## config.mk

```make
export PLATFORM = sky130hd
export DESIGN_NAME = crs_readout_seq
export DESIGN_NICKNAME = d
export VERILOG_FILES = /design/src/rtl/crs_pkg.sv /design/src/rtl/crs_sync.sv /design/src/rtl/crs_fifo.sv /design/src/rtl/crs_readout_seq.sv
export SDC_FILE = /design/constraint.sdc
export NUM_CORES = 1
export LEC_CHECK = 0
export CAP_MARGIN = 10
export CORE_AREA = 2 2 179 181
export CTS_BUF_LIST = sky130_fd_sc_hd__clkbuf_4 sky130_fd_sc_hd__clkbuf_8
export DETAILED_ROUTE_END_ITERATION = 7
export DIE_AREA = 0 0 181 183
export DONT_BUFFER_PORTS = 1
export SYNTH_ARGS = -nofsm -noshare
export SYNTH_HDL_FRONTEND = slang
export SYNTH_SLANG_ARGS = --single-unit
```

## constraint.sdc

```tcl
create_clock -name i_mclk -period 3.3 [get_ports i_mclk]
set_input_delay 0.66 -clock i_mclk [delete_from_list [all_inputs] [get_ports i_mclk]]
set_output_delay 0.66 -clock i_mclk [all_outputs]
set_load 0.05 [all_outputs]
```

## src/rtl/crs_pkg.sv

```systemverilog
`default_nettype none

package crs_pkg;

  // channel and stage geometry
  localparam int CRS_NUM_CH = 32;
  localparam int CRS_IDX_W = 5;
  localparam int CRS_WORD_W = CRS_IDX_W + 1;
  localparam int CRS_FIFO_DEPTH = 16;
  localparam int CRS_SYNC_STAGES = 2;

  // field positions in a channel event word
  localparam int CRS_WORD_IDX_LSB = 0;
  localparam int CRS_WORD_TEST_BIT = CRS_IDX_W;

  // values after reset
  localparam logic [CRS_NUM_CH-1:0] CRS_SEL_RST = 32'h0000_0000;
  localparam logic CRS_BIT_RST = 1'h0;
  localparam logic [CRS_IDX_W-1:0] CRS_IDX_RST = 5'h00;

  // controller timing, kept for reference by both sides
  localparam int CRS_CLK_PERIOD_NS = 50;
  localparam int CRS_HOLD_DELAY_NS = 500;
  localparam int CRS_HOLD_DELAY_CYC =
    (CRS_HOLD_DELAY_NS + CRS_CLK_PERIOD_NS - 1) / CRS_CLK_PERIOD_NS;

  typedef enum logic [1:0] {
    CRS_IDLE,
    CRS_ACTIVE,
    CRS_EXIT
  } crs_state_t;

endpackage : crs_pkg

`default_nettype wire

```

## src/rtl/crs_sync.sv

```systemverilog
`default_nettype none

module crs_sync
  import crs_pkg::*;
#(
  parameter int WIDTH = 1
)
(
  input wire logic i_mclk,              // system clock
  input wire logic i_rst,               // synchronous reset
  input wire logic [WIDTH-1:0] i_async, // pin levels
  output logic [WIDTH-1:0] o_sync       // synchronised levels
);

  initial
  begin
    if (WIDTH < 1)
    begin
      $error("crs_sync: WIDTH must be at least 1");
    end
  end

  logic [WIDTH-1:0] meta_ff;
  logic [WIDTH-1:0] sync_ff;
  logic [WIDTH-1:0] nxt_meta;
  logic [WIDTH-1:0] nxt_sync;

  always_comb
  begin
    nxt_meta = i_rst ? {WIDTH{CRS_BIT_RST}} : i_async;
    nxt_sync = i_rst ? {WIDTH{CRS_BIT_RST}} : meta_ff;
  end

  always_ff @(posedge i_mclk)
  begin
    meta_ff <= nxt_meta;
    sync_ff <= nxt_sync;
  end

  assign o_sync = sync_ff;

endmodule : crs_sync

`default_nettype wire

```

## src/rtl/crs_fifo.sv

```systemverilog
`default_nettype none

module crs_fifo
  import crs_pkg::*;
#(
  parameter int WIDTH = CRS_WORD_W,
  parameter int DEPTH = CRS_FIFO_DEPTH
)
(
  input wire logic i_mclk,              // system clock
  input wire logic i_rst,               // synchronous reset
  input wire logic i_in_valid,          // write request
  output logic o_in_ready,              // space available
  input wire logic [WIDTH-1:0] i_in_data, // write word
  output logic o_out_valid,             // word available
  input wire logic i_out_ready,         // reader takes word
  output logic [WIDTH-1:0] o_out_data   // head word
);

  localparam int AW = (DEPTH > 1) ? $clog2(DEPTH) : 1;
  localparam logic [AW:0] DEPTH_C = (AW + 1)'(DEPTH);
  localparam logic [AW-1:0] LAST_C = AW'(DEPTH - 1);

  initial
  begin
    if (WIDTH < 1 || DEPTH < 2)
    begin
      $error("crs_fifo: WIDTH >= 1 and DEPTH >= 2 required");
    end
  end

  logic [WIDTH-1:0] mem_ff [DEPTH];
  logic [AW-1:0] wr_ff;
  logic [AW-1:0] rd_ff;
  logic [AW:0] cnt_ff;
  logic [AW-1:0] nxt_wr;
  logic [AW-1:0] nxt_rd;
  logic [AW:0] nxt_cnt;
  logic push;
  logic pop;

  always_comb
  begin
    push = i_in_valid && o_in_ready;
    pop = o_out_valid && i_out_ready;
    nxt_wr = wr_ff;
    nxt_rd = rd_ff;
    nxt_cnt = cnt_ff;
    if (push)
    begin
      nxt_wr = (wr_ff == LAST_C) ? '0 : wr_ff + 1'b1;
    end
    if (pop)
    begin
      nxt_rd = (rd_ff == LAST_C) ? '0 : rd_ff + 1'b1;
    end
    if (push && !pop)
    begin
      nxt_cnt = cnt_ff + 1'b1;
    end
    else if (pop && !push)
    begin
      nxt_cnt = cnt_ff - 1'b1;
    end
    if (i_rst)
    begin
      nxt_wr = '0;
      nxt_rd = '0;
      nxt_cnt = '0;
    end
  end

  always_ff @(posedge i_mclk)
  begin
    wr_ff <= nxt_wr;
    rd_ff <= nxt_rd;
    cnt_ff <= nxt_cnt;
    if (push)
    begin
      mem_ff[wr_ff] <= i_in_data;
    end
  end

  assign o_in_ready = (cnt_ff != DEPTH_C);
  assign o_out_valid = (cnt_ff != '0);
  assign o_out_data = mem_ff[rd_ff];

endmodule : crs_fifo

`default_nettype wire

```

## src/rtl/crs_readout_seq.sv

```systemverilog
`default_nettype none

module crs_readout_seq
  import crs_pkg::*;
#(
  parameter int NUM_CH = CRS_NUM_CH,
  parameter int FIFO_DEPTH = CRS_FIFO_DEPTH
)
(
  input wire logic i_mclk,                  // system clock, 20 MHz
  input wire logic i_rst,                   // synchronous reset
  input wire logic i_logic_clear,           // pin: clear digital section
  input wire logic i_sample_freeze,         // pin: sample-hold strobe
  input wire logic i_token_inject,          // pin: start token
  input wire logic i_shift_strobe,          // pin: readout shift clock
  input wire logic i_readout_strobe_compl,  // pin: complement of shift clk
  input wire logic i_test_select,           // pin: test mode select
  input wire logic i_chan_ready,            // digitiser takes event word
  output logic [NUM_CH-1:0] o_out_sel,      // output mux selects
  output logic [NUM_CH-1:0] o_cal_sel,      // calibration mux selects
  output logic o_token_exit,                // end of readout token
  output logic o_sample_hold,               // samples frozen
  output logic o_test_mode,                 // test mode active
  output logic o_shift_stall,               // shift waits for space
  output logic o_chan_valid,                // event word valid
  output logic [CRS_IDX_W-1:0] o_chan_idx,  // selected channel index
  output logic o_chan_test                  // event taken in test mode
);

  initial
  begin
    if (NUM_CH != (1 << CRS_IDX_W))
    begin
      $error("crs_readout_seq: NUM_CH must equal 2**CRS_IDX_W");
    end
    if (FIFO_DEPTH < 2)
    begin
      $error("crs_readout_seq: FIFO_DEPTH must be at least 2");
    end
  end

  // ---- pin synchronisers
  logic [5:0] pin_sync;
  logic clear_s;
  logic freeze_s;
  logic token_s;
  logic shift_lvl_s;
  logic test_s;

  // both shift pins are synced apart, the level is formed after the flops
  crs_sync #(
    .WIDTH(6)
  ) u_sync (
    .i_mclk(i_mclk),
    .i_rst(i_rst),
    .i_async({i_logic_clear,
              i_sample_freeze,
              i_token_inject,
              i_shift_strobe,
              i_readout_strobe_compl,
              i_test_select}),
    .o_sync(pin_sync)
  );

  assign clear_s = pin_sync[5];
  assign freeze_s = pin_sync[4];
  assign token_s = pin_sync[3];
  assign shift_lvl_s = pin_sync[2] & ~pin_sync[1];
  assign test_s = pin_sync[0];

  // ---- state
  crs_state_t state_ff;
  crs_state_t nxt_state;
  logic [NUM_CH-1:0] out_tok_ff;
  logic [NUM_CH-1:0] nxt_out_tok;
  logic [NUM_CH-1:0] cal_tok_ff;
  logic [NUM_CH-1:0] nxt_cal_tok;
  logic [NUM_CH-1:0] out_sel_ff;
  logic [NUM_CH-1:0] nxt_out_sel;
  logic [NUM_CH-1:0] cal_sel_ff;
  logic [NUM_CH-1:0] nxt_cal_sel;
  logic shift_lvl_ff;
  logic nxt_shift_lvl;
  logic pend_ff;
  logic nxt_pend;
  logic pend_tok_ff;
  logic nxt_pend_tok;
  logic exit_ff;
  logic nxt_exit;
  logic hold_ff;
  logic nxt_hold;
  logic test_ff;
  logic nxt_test;
  logic stall_ff;
  logic nxt_stall;

  logic wipe;
  logic shift_edge;
  logic do_shift;
  logic inject;
  logic pass_done;
  logic [CRS_IDX_W-1:0] sel_idx;

  // fifo wiring
  logic fifo_in_ready;
  logic fifo_in_valid;
  logic [CRS_WORD_W-1:0] fifo_in_data;
  logic fifo_out_valid;
  logic fifo_out_ready;
  logic [CRS_WORD_W-1:0] fifo_out_data;
  logic ev_valid_ff;
  logic nxt_ev_valid;
  logic [CRS_WORD_W-1:0] ev_word_ff;
  logic [CRS_WORD_W-1:0] nxt_ev_word;

  function automatic logic [CRS_IDX_W-1:0] onehot_idx(
    input logic [NUM_CH-1:0] vec
  );
    logic [CRS_IDX_W-1:0] idx;
    idx = CRS_IDX_RST;
    for (int k = 0; k < NUM_CH; k++)
    begin
      if (vec[k])
      begin
        idx = CRS_IDX_W'(k);
      end
    end
    return idx;
  endfunction : onehot_idx

  // ---- control
  always_comb
  begin
    wipe = i_rst || clear_s;
    shift_edge = shift_lvl_s && !shift_lvl_ff;
    // a shift waits while the event fifo is full
    do_shift = pend_ff && fifo_in_ready;
    // a second token is refused while one is in the register
    inject = do_shift && pend_tok_ff && (out_tok_ff == '0);
    pass_done = do_shift && out_tok_ff[NUM_CH-1];
    nxt_shift_lvl = wipe ? CRS_BIT_RST : shift_lvl_s;
    // a new edge in the shifting cycle keeps the request alive
    nxt_pend = shift_edge || (pend_ff && !do_shift);
    nxt_pend_tok = shift_edge ? token_s : pend_tok_ff;
    nxt_hold = freeze_s;
    nxt_test = test_s;
    nxt_stall = pend_ff && !fifo_in_ready;
    nxt_exit = exit_ff;
    if (do_shift)
    begin
      // level lasts one shift period so the next chip samples it
      nxt_exit = out_tok_ff[NUM_CH-1];
    end
    nxt_state = state_ff;
    case (state_ff)
      CRS_IDLE:
      begin
        if (inject)
        begin
          nxt_state = CRS_ACTIVE;
        end
      end
      CRS_ACTIVE:
      begin
        if (pass_done)
        begin
          nxt_state = CRS_EXIT;
        end
      end
      CRS_EXIT:
      begin
        // exit token drops on the next shift: back to idle, or to active if a token is injected
        if (do_shift)
        begin
          nxt_state = inject ? CRS_ACTIVE : CRS_IDLE;
        end
      end
      default:
      begin
        nxt_state = CRS_IDLE;
      end
    endcase
    if (wipe)
    begin
      nxt_pend = CRS_BIT_RST;
      nxt_pend_tok = CRS_BIT_RST;
      nxt_exit = CRS_BIT_RST;
      nxt_hold = CRS_BIT_RST;
      nxt_test = CRS_BIT_RST;
      nxt_stall = CRS_BIT_RST;
      nxt_state = CRS_IDLE;
    end
  end

  // ---- token registers, one stage per channel
  genvar g;
  generate
    for (g = 0; g < NUM_CH; g++)
    begin : g_stage
      always_comb
      begin
        nxt_out_tok[g] = out_tok_ff[g];
        nxt_cal_tok[g] = cal_tok_ff[g];
        if (do_shift)
        begin
          if (g == 0)
          begin
            nxt_out_tok[g] = inject;
            nxt_cal_tok[g] = inject;
          end
          else
          begin
            nxt_out_tok[g] = out_tok_ff[g-1];
            nxt_cal_tok[g] = cal_tok_ff[g-1];
          end
        end
        if (wipe)
        begin
          nxt_out_tok[g] = CRS_SEL_RST[g];
          nxt_cal_tok[g] = CRS_SEL_RST[g];
        end
        nxt_out_sel[g] = nxt_out_tok[g];
        // cal switch only with its twin output switch closed
        nxt_cal_sel[g] = nxt_cal_tok[g] && nxt_out_tok[g]
                         && nxt_test;
      end
    end
  endgenerate

  always_ff @(posedge i_mclk)
  begin
    state_ff <= nxt_state;
    out_tok_ff <= nxt_out_tok;
    cal_tok_ff <= nxt_cal_tok;
    out_sel_ff <= nxt_out_sel;
    cal_sel_ff <= nxt_cal_sel;
    shift_lvl_ff <= nxt_shift_lvl;
    pend_ff <= nxt_pend;
    pend_tok_ff <= nxt_pend_tok;
    exit_ff <= nxt_exit;
    hold_ff <= nxt_hold;
    test_ff <= nxt_test;
    stall_ff <= nxt_stall;
  end

  // ---- event stream: one word per channel put on the output
  always_comb
  begin
    sel_idx = onehot_idx(nxt_out_tok);
    fifo_in_valid = do_shift && (nxt_out_tok != '0) && !wipe;
    fifo_in_data = {test_ff, sel_idx};
  end

  crs_fifo #(
    .WIDTH(CRS_WORD_W),
    .DEPTH(FIFO_DEPTH)
  ) u_fifo (
    .i_mclk(i_mclk),
    .i_rst(wipe),
    .i_in_valid(fifo_in_valid),
    .o_in_ready(fifo_in_ready),
    .i_in_data(fifo_in_data),
    .o_out_valid(fifo_out_valid),
    .i_out_ready(fifo_out_ready),
    .o_out_data(fifo_out_data)
  );

  // output register so the stream ports come from flops
  always_comb
  begin
    fifo_out_ready = !ev_valid_ff || i_chan_ready;
    nxt_ev_valid = ev_valid_ff;
    nxt_ev_word = ev_word_ff;
    if (fifo_out_ready)
    begin
      nxt_ev_valid = fifo_out_valid;
      nxt_ev_word = fifo_out_valid ? fifo_out_data : ev_word_ff;
    end
    if (wipe)
    begin
      nxt_ev_valid = CRS_BIT_RST;
      nxt_ev_word = '0;
    end
  end

  always_ff @(posedge i_mclk)
  begin
    ev_valid_ff <= nxt_ev_valid;
    ev_word_ff <= nxt_ev_word;
  end

  assign o_out_sel = out_sel_ff;
  assign o_cal_sel = cal_sel_ff;
  assign o_token_exit = exit_ff;
  assign o_sample_hold = hold_ff;
  assign o_test_mode = test_ff;
  assign o_shift_stall = stall_ff;
  assign o_chan_valid = ev_valid_ff;
  assign o_chan_idx = ev_word_ff[CRS_WORD_IDX_LSB +: CRS_IDX_W];
  assign o_chan_test = ev_word_ff[CRS_WORD_TEST_BIT];

endmodule : crs_readout_seq

`default_nettype wire

```

==> impl_metrics.ini <==
[placed_design]
gp_congestion = 0.862
post-dp-hpwl_mm = 15.7
numPortBuffers = 0
postPlaceCellArea_sq_um = 10300

[global_routing]
grt_start_max_net_pins = 60
track_usage_pct = 13.7
grt_pass1_vias = 6439
grt.overflow.total = 0
antenna_found_initial = 0
grt_pass1_wl_mm = 36.2

[floorplanning]
die-width_um = 181
num_rows = 65
fp.dieH_um = 183
die-area_sq_um = 33100
core_area_sq_um = 31200
start_util_pct = 29.5
io_pins = 84

[worst_setup_path]
cp_cell_sequence = or4_4 -> o211ai_1 -> a31oi_2 -> a211oi_2 -> a41oi_2 -> ha_4 -> inv_4 -> ha_4 -> a21o_1 -> a21oi_2 -> xnor2_1 -> or3_1 -> a21oi_1
r2r-end = u_fifo.cnt_ff[4]
startpoint = u_fifo.cnt_ff[1]
crit_path_frequent_cell = ha_4
required_ns = 3.75
cp_max_fo = 7
rr_startpoint = u_fifo.cnt_ff[1]
crit_type = flip-flop to flip-flop
critPathMaxStageDelay_ns = 0.58
start_kind = flip-flop
r2r_slack_ns = -0.0002
crit_slowest_cell = or4_4
cp-endpoint = u_fifo.cnt_ff[4]
ff2ff_path_depth = 13
arrival_ns = 3.75
end_kind = flip-flop

[pwr]
power.share.clock_pct = 38.9
internal-power_mw = 5.17
p_comb_share_pct = 15.7
p_switching_mw = 1.95
p_leak_nw = 4.29
p_seq_share_pct = 45.4
power.total_mw = 7.11
power_density_nw_per_um2 = 631
ir_drop_mv = 0.338
p_sw_share_pct = 27.4

[layout]
drive_above_1_share_pct = 26.1
finalNetCount = 900
antenna_cells = 0
seqCellArea_sq_um = 5590
syn2layout_area_growth_pct = 22.4
multiInputGateArea_sq_um = 3400
stdcell_area_sq_um = 11300
fin_util_pct = 36.1
fillers = 3088

[sta]
clock_skew_ns = 0.0283
tightest_slew_ns = 0.850
setup_viol = 1
period_share_pct = 100
holdWs_ns = 0.200
rsz0062_at_grt = true
hold_violations = 0
slew-limit-headroom_pct = 43.3
final-max-slew-violation-count = 0
period_needed_ns = 3.30
fmax_mhz = 303
setup_ws_ns = -0.000216

[synth]
synthAdderAreaFrac_pct = 1.44
synth_mux_area_share_pct = 8.87
synth_simple_gate_area_share_pct = 14.4
synth_edf_count = 96
synth_nets = 795
syn-mean-instance-area_sq_um = 11.9
yosysWarnings = 0
synth-compound-area-share_pct = 10.8
synth_flop_cell = dfxtp_1
synth-seq-area-share_pct = 60.6
ys_types = 65
syn_inst = 776
synth_top_family_by_area = simple AND/OR/NAND/NOR gates
syn_area_sq_um = 9210
async_flop_share_pct = 0
ys_ff_latch = 231
synth_xor_xnor_area_share_pct = 0.475

[flow_run]
cap_violations = 0

[detailed_routing]
vias = 6459
first_pass_iters = 5
drtIter0Drc = 529
wl_mm = 22.6
ant_nets = 0
wire_per_inst_um = 17.2
route.detailed.drc = 0
vias_per_cell = 4.92

[outcome]
violations = setup timing
status = finished, violations left

[cts]
h-tree-depth = 2
cts_buffers = 40
clk_latency_ns = 0.54
cts_tree = yes
root_buffer = clkbuf_8
holdBufCountCts = 0
cts_buffer_depth = 3
clk_pin_slew_ns = 0.06
clock-sinks = 231

[worst_hold_path]
min_path_type = input pin to flip-flop
per-layer routing:
| layer | part of all wire (%) | vias to the layer above | GRT usage [%] | wire (um) |
|---|---|---|---|---|
| met2 | 46 | 203 | 21.8 | 10400 |
| met4 | 2.1 | 0 | 4.55 | 472 |
| met1 | 44 | 3166 | 18.0 | 10100 |
| met5 | 0 | - | 0 | 0 |
| li1 | - | 3043 | - | - |
| met3 | 7.3 | 47 | 3.85 | 1660 |
synthesized netlist by cell type, drive strengths merged, types with 3 or more instances:
| library cell | instances | area share, % |
|---|---|---|
| a2111oi | 3 | 0.49 |
| a211o | 3 | 0.29 |
| a211oi | 10 | 0.87 |
| a21boi | 5 | 0.41 |
| a21o | 5 | 0.41 |
| a21oi | 75 | 4.1 |
| a311oi | 3 | 0.29 |
| a31oi | 6 | 0.57 |
| and2 | 3 | 0.20 |
| and3 | 14 | 0.95 |
| and3b | 17 | 1.6 |
| buf | 27 | 1.8 |
| clkbuf | 21 | 0.86 |
| dfxtp | 135 | 29 |
| edfxtp | 96 | 31 |
| ha | 9 | 1.2 |
| inv | 15 | 0.61 |
| mux2i | 13 | 1.4 |
| mux4 | 30 | 7.3 |
| nand2 | 126 | 5.2 |
| nand2b | 6 | 0.41 |
| nand3 | 7 | 0.43 |
| nand4 | 6 | 0.41 |
| nor2 | 48 | 2.0 |
| nor2b | 15 | 1.0 |
| nor3 | 11 | 0.60 |
| nor4 | 6 | 0.48 |
| o211ai | 6 | 0.49 |
| o21ai | 9 | 0.61 |
| o311ai | 3 | 0.29 |
| o31ai | 3 | 0.24 |
| or2 | 3 | 0.20 |
| or3 | 4 | 0.27 |
| or4 | 4 | 0.33 |
| xor2 | 3 | 0.29 |
logic make-up (layout without fill, tap and decap cells):
kind of cell | Yosys count | in the layout
AO/OA/AOI/OAI | 147 | 147
XOR/XNOR | 5 | 5
buffers and inverters | 65 | 200
flip-flops | 231 | 231
AND/OR/NAND/NOR | 274 | 274
adder cells (fa/ha/maj) | 10 | 10
multiplexers | 44 | 44
state kept, by name, summed over array words and instances, names as in the netlist:
register        cells
cal_tok_ff         32
ev_word_ff          6
o_cal_sel          32
o_chan_valid        1
o_out_sel          32
o_sample_hold       1
o_shift_stall       1
o_test_mode         1
o_token_exit        1
pend_ff             1
pend_tok_ff         1
shift_lvl_ff        1
u_fifo.cnt_ff       5
u_fifo.mem_ff      96
u_fifo.rd_ff        4
u_fifo.wr_ff        4
u_sync.meta_ff      6
u_sync.o_sync       6
critical path, delay by kind of cell, from the launching register on:
kind | cells | cell delay, ns
XOR/XNOR | 1 | 0.08
flip-flops | 1 | 0.33
AO/OA/AOI/OAI | 7 | 1.42
AND/OR/NAND/NOR | 2 | 0.88
adder cells (fa/ha/maj) | 2 | 0.43
buffers and inverters | 1 | 0.07
power groups by stage:
stage	Clock (mW)	Sequential, mW	Combinational [mW]
after floorplan	0	3.28	0.762
after global placement	0	3.29	1.08
after detailed placement	0	3.29	1.08
after CTS	2.84	3.23	1.12
after global routing	2.98	3.24	1.22
final	2.77	3.23	1.12
cells in the final DEF (no fill, tap or decap), drive strengths merged, types with 5 or more instances in the layout:
| master | instances |
|---|---|
| ha | 9 |
| clkbuf | 55 |
| inv | 18 |
| mux4 | 30 |
| and3b | 17 |
| mux2i | 13 |
| nor2b | 15 |
| nand3 | 7 |
| a21boi | 5 |
| and3 | 14 |
| nor2 | 48 |
| nand4 | 6 |
| clkinv | 12 |
| o211ai | 6 |
| edfxtp | 96 |
| nor3 | 11 |
| a31oi | 6 |
| a21oi | 75 |
| nor4 | 6 |
| dfxtp | 135 |
| nand2b | 6 |
| buf | 111 |
| nand2 | 126 |
| a21o | 5 |
| a211oi | 10 |
| o21ai | 9 |
through the flow:
step	setup TNS (ns)	std cells	setup slack, ns
after global placement	-0.118	1232	-0.0759
after CTS	-0.0139	1310	-0.0139
final	-0.000216	1313	-0.000216
after global routing	-0.274	1313	-0.170
after floorplan	0	776	0.0165
after detailed placement	-0.306	1232	-0.166
cell type report:
| cell class | count | share of cell area, % |
|---|---|---|
| clock inverters | 17 | 1.59 |
| repair buffers | 111 | 7.60 |
| clock buffers | 55 | 6.10 |
| multi-input cells | 480 | 30.1 |
| flip-flops and latches | 231 | 49.5 |
| well taps | 402 | 4.46 |
| inverters | 17 | 0.588 |
worst min path at each step:
stage                 startpoint  slack, ns                 to  cells after the start
6_report                   i_rst       0.20   u_sync.o_sync[5]                      1
5_1_grt                    i_rst       0.16  u_sync.meta_ff[4]                      1
4_1_cts                    i_rst       0.17  u_sync.meta_ff[2]                      1
3_5_place_dp   u_sync.meta_ff[4]       0.43   u_sync.o_sync[4]                      1
3_3_place_gp   u_sync.meta_ff[4]       0.42   u_sync.o_sync[4]                      1
2_1_floorplan   u_sync.o_sync[4]       0.41      o_sample_hold                      1
what timing repair did:
action	CTS	global route
gates resized for setup	2	8
hold endpoints to repair	0	0
buffers inserted	6	3
endpoints found under the setup margin	13	52
pin swaps	8	12
No activity file was read; power rests on OpenSTA's default activity.
